$ cat config.mk
export PLATFORM = sky130hd
export DESIGN_NAME = ops_strobe_slave
export DESIGN_NICKNAME = d
export VERILOG_FILES = /design/src/common/ops_pkg.sv /design/src/design/ops_strobe_slave.sv
export SDC_FILE = /design/constraint.sdc
export NUM_CORES = 1
export LEC_CHECK = 0
export BUFFER_PORTS_ARGS = -buffer_cell sky130_fd_sc_hd__buf_2
export CORE_MARGIN = 2
export CORE_UTILIZATION = 56
export CTS_CLUSTER_DIAMETER = 150
export CTS_CLUSTER_SIZE = 30
export DETAILED_ROUTE_END_ITERATION = 7
export GPL_ROUTABILITY_DRIVEN = 0
export GPL_TIMING_DRIVEN = 0
export HOLD_SLACK_MARGIN = 0.08
export PLACE_DENSITY = 0.85
export SETUP_SLACK_MARGIN = 0.02
export SYNTH_ARGS = -nofsm -noshare
export SYNTH_HDL_FRONTEND = slang
export SYNTH_SLANG_ARGS = --single-unit
export TNS_END_PERCENT = 5
$ cat constraint.sdc
create_clock -name sys_clk -period 2.15 [get_ports sys_clk]
set_input_delay 0.1075 -clock sys_clk [delete_from_list [all_inputs] [get_ports sys_clk]]
set_output_delay 0.1075 -clock sys_clk [all_outputs]
set_load 0.005 [all_outputs]
$ cat src/common/ops_pkg.sv
// Shared constants for the octal strobe interface slave
package ops_pkg;

  // ----------------------------------------------------------------
  // Framing
  // ----------------------------------------------------------------
  localparam int          CA_BYTES     = 6;
  localparam int          CA_BITS      = 48;
  localparam int          CA_DIR_BIT   = 47;
  localparam int          LAT_MULT     = 2;
  localparam int          EDGES_PER_CK = 2;

  // ----------------------------------------------------------------
  // Pin synchroniser layout and idle values
  // ----------------------------------------------------------------
  localparam int          SYNC_W       = 14;
  localparam int          SYN_SEL      = 0;
  localparam int          SYN_BCT      = 1;
  localparam int          SYN_BCC      = 2;
  localparam int          SYN_SCT      = 3;
  localparam int          SYN_SCC      = 4;
  localparam int          SYN_DQ       = 5;
  localparam int          SYN_STB      = 13;
  localparam logic [13:0] SYNC_RST     = 14'h0001;

  // ----------------------------------------------------------------
  // Reset values
  // ----------------------------------------------------------------
  localparam logic        OE_N_RST     = 1'b1;
  localparam logic [7:0]  DQ_RST       = 8'h00;
  localparam logic        STB_RST      = 1'b0;

  typedef enum logic [1:0]
  {
    ST_IDLE = 2'b00,
    ST_CA   = 2'b01,
    ST_LAT  = 2'b10,
    ST_DATA = 2'b11
  } ops_state_t;

endpackage : ops_pkg

$ cat src/design/ops_strobe_slave.sv
// Device-side transaction framing, strobe and data path of the octal DDR slave
`timescale 1ns/10ps

module ops_strobe_slave
#(
  parameter int LAT_CLKS              = 4,
  parameter bit CENTERED_READ_STROBE  = 1'b1,
  parameter int BUF_W                 = 8,
  parameter int BUF_DEPTH             = 2
)
(
  // Clock and reset
  input  wire logic             sys_clk,
  input  wire logic             rst_n,
  // Link pins
  input  wire logic             select_n,
  input  wire logic             bus_clock_true,
  input  wire logic             bus_clock_comp,
  input  wire logic             shifted_clock_true,
  input  wire logic             shifted_clock_comp,
  input  wire logic [7:0]       dq_in,
  output logic      [7:0]       dq_out,
  output logic                  dq_oe_n,
  input  wire logic             strobe_in,
  output logic                  strobe_out,
  output logic                  strobe_oe_n,
  // Configuration
  input  wire logic             clock_diff_mode,
  // Command and write data towards the core
  output logic [47:0]           cmd_word,
  output logic                  cmd_valid,
  output logic [7:0]            wr_data,
  output logic                  wr_mask,
  output logic                  wr_valid,
  // Read data from the core
  input  wire logic [BUF_W-1:0] rd_data,
  input  wire logic             rd_valid,
  output logic                  rd_ready
);

  // ----------------------------------------------------------------
  // Pin synchronisers
  // ----------------------------------------------------------------
  localparam int          LAT_EDGES = ops_pkg::LAT_MULT * ops_pkg::EDGES_PER_CK * LAT_CLKS;
  localparam logic [7:0]  LAT_LAST  = 8'(LAT_EDGES - 1);
  localparam logic [2:0]  CA_LAST   = 3'(ops_pkg::CA_BYTES - 1);
  localparam int          AW        = (BUF_DEPTH > 1) ? $clog2(BUF_DEPTH) : 1;
  localparam int          CW        = $clog2(BUF_DEPTH + 1);
  localparam logic [CW-1:0] BUF_FULL = CW'(BUF_DEPTH);

  logic [ops_pkg::SYNC_W-1:0] pins_raw;
  logic [ops_pkg::SYNC_W-1:0] s1_q;
  logic [ops_pkg::SYNC_W-1:0] s2_q;
  logic [ops_pkg::SYNC_W-1:0] s3_q;
  logic [ops_pkg::SYNC_W-1:0] stable_q;

  assign pins_raw = {strobe_in, dq_in, shifted_clock_comp, shifted_clock_true,
                     bus_clock_comp, bus_clock_true, select_n};

  // A change counts only when stages two and three agree
  genvar gi;
  generate
    for (gi = 0; gi < ops_pkg::SYNC_W; gi++)
    begin : g_sync
      always_ff @(posedge sys_clk or negedge rst_n)
      begin
        if (!rst_n)
        begin
          s1_q[gi]     <= ops_pkg::SYNC_RST[gi];
          s2_q[gi]     <= ops_pkg::SYNC_RST[gi];
          s3_q[gi]     <= ops_pkg::SYNC_RST[gi];
          stable_q[gi] <= ops_pkg::SYNC_RST[gi];
        end
        else
        begin
          s1_q[gi] <= pins_raw[gi];
          s2_q[gi] <= s1_q[gi];
          s3_q[gi] <= s2_q[gi];
          if (s2_q[gi] == s3_q[gi])
            stable_q[gi] <= s3_q[gi];
        end
      end
    end
  endgenerate

  // ----------------------------------------------------------------
  // Clock edge and select event detection
  // ----------------------------------------------------------------
  logic       sel_prev_q;
  logic       bus_prev_q;
  logic       sh_prev_q;
  logic       bus_lvl;
  logic       sh_lvl;
  logic       bus_edge;
  logic       sh_edge;
  logic       sel_fall;
  logic       sel_rise;
  logic [7:0] pin_dq;
  logic       pin_stb;

  // Only edges are used, so a stopped bus clock simply pauses the sequence
  assign bus_lvl  = clock_diff_mode ? (stable_q[ops_pkg::SYN_BCT] & ~stable_q[ops_pkg::SYN_BCC])
                                    : stable_q[ops_pkg::SYN_BCT];
  assign sh_lvl   = clock_diff_mode ? (stable_q[ops_pkg::SYN_SCT] & ~stable_q[ops_pkg::SYN_SCC])
                                    : stable_q[ops_pkg::SYN_SCT];
  assign bus_edge = bus_lvl != bus_prev_q;
  assign sh_edge  = sh_lvl != sh_prev_q;
  assign sel_fall = sel_prev_q & ~stable_q[ops_pkg::SYN_SEL];
  assign sel_rise = ~sel_prev_q & stable_q[ops_pkg::SYN_SEL];
  assign pin_dq   = stable_q[ops_pkg::SYN_STB-1:ops_pkg::SYN_DQ];
  assign pin_stb  = stable_q[ops_pkg::SYN_STB];

  always_ff @(posedge sys_clk or negedge rst_n)
  begin
    if (!rst_n)
    begin
      sel_prev_q <= 1'b1;
      bus_prev_q <= 1'b0;
      sh_prev_q  <= 1'b0;
    end
    else
    begin
      sel_prev_q <= stable_q[ops_pkg::SYN_SEL];
      bus_prev_q <= bus_lvl;
      sh_prev_q  <= sh_lvl;
    end
  end

  // ----------------------------------------------------------------
  // Read data buffer
  // ----------------------------------------------------------------
  logic [BUF_W-1:0] buf_mem [BUF_DEPTH];
  logic [AW-1:0]    wptr_q;
  logic [AW-1:0]    rptr_q;
  logic [CW-1:0]    cnt_q;
  logic [CW-1:0]    cnt_d;
  logic             push;
  logic             pop;
  logic             rd_q;
  ops_pkg::ops_state_t state_q;

  // Depth must be a power of two so the pointers wrap on their own
  assign push  = rd_valid & rd_ready;
  assign pop   = (state_q == ops_pkg::ST_DATA) & rd_q & bus_edge & (cnt_q != '0);
  assign cnt_d = cnt_q + CW'(push) - CW'(pop);

  always_ff @(posedge sys_clk)
  begin
    if (push)
      buf_mem[wptr_q] <= rd_data;
  end

  always_ff @(posedge sys_clk or negedge rst_n)
  begin
    if (!rst_n)
    begin
      wptr_q   <= '0;
      rptr_q   <= '0;
      cnt_q    <= '0;
      rd_ready <= 1'b0;
    end
    else
    begin
      wptr_q   <= wptr_q + AW'(push);
      rptr_q   <= rptr_q + AW'(pop);
      cnt_q    <= cnt_d;
      rd_ready <= cnt_d != BUF_FULL;
    end
  end

  // ----------------------------------------------------------------
  // Transaction sequencer
  // ----------------------------------------------------------------
  ops_pkg::ops_state_t state_d;
  logic [2:0]  ca_cnt_q;
  logic [7:0]  lat_cnt_q;
  logic [47:0] ca_next;
  logic        ca_done;
  logic        lat_done;
  logic        wr_beat;
  logic        stb_toggle;

  assign ca_next    = {cmd_word[39:0], pin_dq};
  assign ca_done    = (state_q == ops_pkg::ST_CA) & bus_edge & (ca_cnt_q == CA_LAST);
  assign lat_done   = (state_q == ops_pkg::ST_LAT) & bus_edge & (lat_cnt_q == LAT_LAST);
  assign wr_beat    = (state_q == ops_pkg::ST_DATA) & ~rd_q & bus_edge;
  // Writes never look at the shifted clock
  assign stb_toggle = (state_q == ops_pkg::ST_DATA) & rd_q &
                      (CENTERED_READ_STROBE ? sh_edge : bus_edge);

  always_comb
  begin
    state_d = state_q;
    if (sel_rise)
      state_d = ops_pkg::ST_IDLE;
    else if (sel_fall)
      state_d = ops_pkg::ST_CA;
    else if (ca_done)
      state_d = ops_pkg::ST_LAT;
    else if (lat_done)
      state_d = ops_pkg::ST_DATA;
  end

  always_ff @(posedge sys_clk or negedge rst_n)
  begin
    if (!rst_n)
    begin
      state_q   <= ops_pkg::ST_IDLE;
      ca_cnt_q  <= '0;
      lat_cnt_q <= '0;
      rd_q      <= 1'b0;
      cmd_word  <= '0;
      cmd_valid <= 1'b0;
    end
    else
    begin
      state_q   <= state_d;
      cmd_valid <= ca_done;
      if (sel_fall)
        ca_cnt_q <= '0;
      else if ((state_q == ops_pkg::ST_CA) & bus_edge)
        ca_cnt_q <= ca_cnt_q + 3'h1;
      if (state_q != ops_pkg::ST_LAT)
        lat_cnt_q <= '0;
      else if (bus_edge)
        lat_cnt_q <= lat_cnt_q + 8'h01;
      if ((state_q == ops_pkg::ST_CA) & bus_edge)
        cmd_word <= ca_next;
      if (ca_done)
        rd_q <= ca_next[ops_pkg::CA_DIR_BIT];
    end
  end

  // ----------------------------------------------------------------
  // Pin drivers and write capture
  // ----------------------------------------------------------------
  always_ff @(posedge sys_clk or negedge rst_n)
  begin
    if (!rst_n)
    begin
      dq_out      <= ops_pkg::DQ_RST;
      dq_oe_n     <= ops_pkg::OE_N_RST;
      strobe_out  <= ops_pkg::STB_RST;
      strobe_oe_n <= ops_pkg::OE_N_RST;
      wr_data     <= '0;
      wr_mask     <= 1'b0;
      wr_valid    <= 1'b0;
    end
    else
    begin
      wr_valid <= wr_beat;
      if (wr_beat)
      begin
        wr_data <= pin_dq;
        wr_mask <= pin_stb;
      end
      if (sel_rise)
      begin
        dq_oe_n     <= 1'b1;
        strobe_oe_n <= 1'b1;
      end
      else if (sel_fall)
      begin
        // Strobe high means extra latency, and it always applies here
        strobe_out  <= 1'b1;
        strobe_oe_n <= 1'b0;
      end
      else if (ca_done)
      begin
        // Reads hold the strobe low through latency; writes hand it to the host
        strobe_out  <= 1'b0;
        strobe_oe_n <= ~ca_next[ops_pkg::CA_DIR_BIT];
      end
      else
      begin
        if (pop)
        begin
          dq_out  <= 8'(buf_mem[rptr_q]);
          dq_oe_n <= 1'b0;
        end
        if (stb_toggle)
          strobe_out <= ~strobe_out;
      end
    end
  end
endmodule : ops_strobe_slave

==> results.md <==
* Status: finished clean
* Worst clock skew at 0.00712 ns
* Detail Route Antenna Nets at 0
* Cell taking the most area after synthesis: dfrtp_1
* Total global routing overflow at 0
* TritonCTS Sinks at 164
* Pleak at 3.65 nW
* CP Capture Type: flip-flop
* Syn Nets at 441
* WP data arrival at 2.46 ns
* Tmin final at 2.06 ns
* Worst-path clk slew at 0.07 ns
* Crit path launch type: flip-flop
* Placed cells at 644
* First-pass GRT wire length at 19.3 mm
* Share of synthesized registers carrying an async set or reset at 90.2%
* Mapped Cells at 407
* Die ar. at 11900 um2
* Vias in the first global route at 3828
* Htree depth at 4
* Synth cell types at 41
* WP data required at 2.56 ns
* Post-synth EDFFs at 16
* Ant diodes at 0
* Slew @ Worst Pin at 0.652 ns
* Drt wl/cell at 17.0 um
* Post-Syn Area at 6180 um2
* All-layer global routing usage at 22.0%
* Clk_lat worst skew at 0.52 ns
* Syn Area/Cell at 15.2 um2
* Cell-by-cell trace of the critical path: a21boi_4 -> mux2_4 -> buf_6 -> nor2_4 -> xnor2_2 -> ha_2 -> xnor2_2 -> xnor2_2 -> nand2b_1
* Fin crit share at 95.7%
* DRT iter0 DRCs at 116
* Hold Path Class: input pin to async pin
* Synth top area share at 57.1%
* Nets at 584
* WP buf/inv at 1
* Vias/cell at 5.06
* Fmax at 0.486 GHz
* I/O pins at 97
* Layout cells sized above 1 at 45.1%
* # rows at 38
* Register area share after synthesis at 67.9%
* Delay-heaviest family, CP: flip-flops
* Pin count of the biggest net entering global routing at 99
* Max-slew violations at 0
* Slowest-stage cell, CP: dfrtp_1
* CTS tree: built
* VDD IR max at 842 uV
* Root buf cell: clkbuf_8
* Finish-stage setup viols at 0
* Initial Util at 57.2%
* Initial antenna violation count at 0
* Clock Tree Buf Depth at 2
* Crit-path most repeated cell: xnor2_2
* Post-Layout Cell Count at 703
* Critical path class: flip-flop to flip-flop
* Vias at 3557
* Chip width at 109 um
* Core footprint at 10800 um2
* Fin. Hold Viols at 0
* Most numerous cell in the Yosys netlist: dfrtp_1
* CP max stage delay at 0.42 ns
* Final core utilization at 72.6%
* CTS buffer count at 17
* Max Cap Viol at 0
* Worst rel slew slack at 56.6%
* Drt pass-1 iters at 4
* Crit Path Max Fanout at 10
* Yosys warning total at 0
* Cell Pwr Density at 1300 nW/um2
* Register bit count reported by yosys at 164
* Die height at 109 um
* Routed WL at 12.0 mm
* Post-DP HPWL at 7.55 mm
* Drc violations at 0
* Synth area leaders: dfrtp_1, mux2_2, edfxtp_1, buf_4, dfstp_2
* IO buf count at 96
* Synth Flop Type: dfrtp_1
* P&R area growth vs syn at 26.8%
* Post-synth top cells: dfrtp_1, mux2_2, buf_4, nor2_1, edfxtp_1
metal layers:
metal  vias to the layer above  GRT usage [%]  share of wire (%)
li1                       1637              -                  -
met1                      1805           27.0                 41
met2                        97           37.0                 53
met3                        18           6.04                4.7
met4                         0           8.61                1.7
met5                         -              0                  0
worst paths after layout:
path	startpoint	endpoint	slack, ns	depth (start not counted)
worst max-delay path	stable_q[2]	rd_ready	0.09	9
worst min-delay path	rst_n	dq_out[7]	0.1	2
worst max register to register	stable_q[2]	rd_ready	0.09	9
worst min register to register	s1_q[12]	s2_q[12]	0.35	0
max in group asynchronous	rst_n	stable_q[2]	1.20	3
min in group sys_clk	dq_in[2]	s1_q[7]	0.23	2
flip-flops by register name, summed over array words and instances (netlist names), 2 cells and up:
name       cells
cmd_word      48
dq_out         8
lat_cnt_q      8
stable_q       5
buf_mem       16
ca_next        8
wr_data        8
state_q        2
s1_q          14
s2_q          14
s3_q          14
cnt_q          2
ca_cnt_q       3
layout make-up:
| type | count | area (um2) |
|---|---|---|
| clock inverter | 11 | 199 |
| tap | 140 | 175 |
| sequential | 164 | 4190 |
| fill | 697 | 2960 |
| clock buffer | 21 | 460 |
| timing repair buffer | 125 | 787 |
| buffer | 50 | 372 |
| multi-input combinational | 182 | 1610 |
| inverter | 10 | 37.5 |
repair_timing:
action / CTS / global route
setup buffers: 0 / 3
pin swaps: 0 / 3
hold buffers: 25 / 0
hold endpoints to repair: 175 / 0
gates resized for setup: 2 / 6
endpoints found under the setup margin: 11 / 40
where the power goes:
part	switching, W	internal (W)
clock network	0.00122	0.00211
logic	0.000932	0.00153
registers	0.000503	0.00386
stage by stage:
step	setup TNS, ns	total power, W	area, um2	hold WS, ns	setup slack, ns
2_1_floorplan	0	0.00580	6180	-0.188	0.176
4_1_cts	0	0.0102	7780	0.0927	0.0169
6_report	0	0.0102	7840	0.0956	0.0931
5_1_grt	-0.0166	0.0107	7840	0.128	-0.0166
3_3_place_gp	-134.44	0.00663	6830	0.215	-0.954
3_5_place_dp	0	0.00677	6870	0.0766	0.0123
cell usage in the layout, fill, tap and decap left out, types with 3 or more instances in the layout:
master	Yosys	layout
dfrtp_1	141	141
buf_2	3	98
mux2_2	49	49
buf_4	43	45
dlygate4sd3_1	0	25
nor2_1	25	23
clkbuf_16	0	17
edfxtp_1	16	16
maj3_1	14	14
inv_1	10	10
mux2_4	10	10
a21oi_1	10	10
nand2_1	9	9
mux2i_1	8	8
xnor2_1	10	7
ha_1	8	7
dfstp_2	7	7
nor3_1	6	6
bufinv_16	0	5
buf_6	2	4
xor2_1	4	4
o21ai_0	4	4
xnor2_2	0	3
clkbuf_1	2	3
clkinvlp_4	0	3
clkinv_4	0	3
kinds of logic (layout without fill, tap and decap cells):
| logic type | count (synthesis) | after routing | synth area share, % |
|---|---|---|---|
| AOI/OAI and AO/OA | 26 | 26 | 2.79 |
| muxes | 67 | 67 | 12.7 |
| and+or+nand+nor | 53 | 53 | 4.19 |
| buffers and inverters | 61 | 217 | 6.62 |
| DFF | 164 | 164 | 67.9 |
| xor gates and xnor gates | 14 | 14 | 1.98 |
| adders and majority gates | 22 | 22 | 3.89 |
worst reg2reg max path, stage by stage, from the launching register on:
cell	delay, ns
dfrtp_1	0.42
a21boi_4	0.20
mux2_4	0.34
buf_6	0.15
nor2_4	0.15
xnor2_2	0.13
ha_2	0.20
xnor2_2	0.13
xnor2_2	0.14
nand2b_1	0.08
No activity file was read; power rests on OpenSTA's default activity.
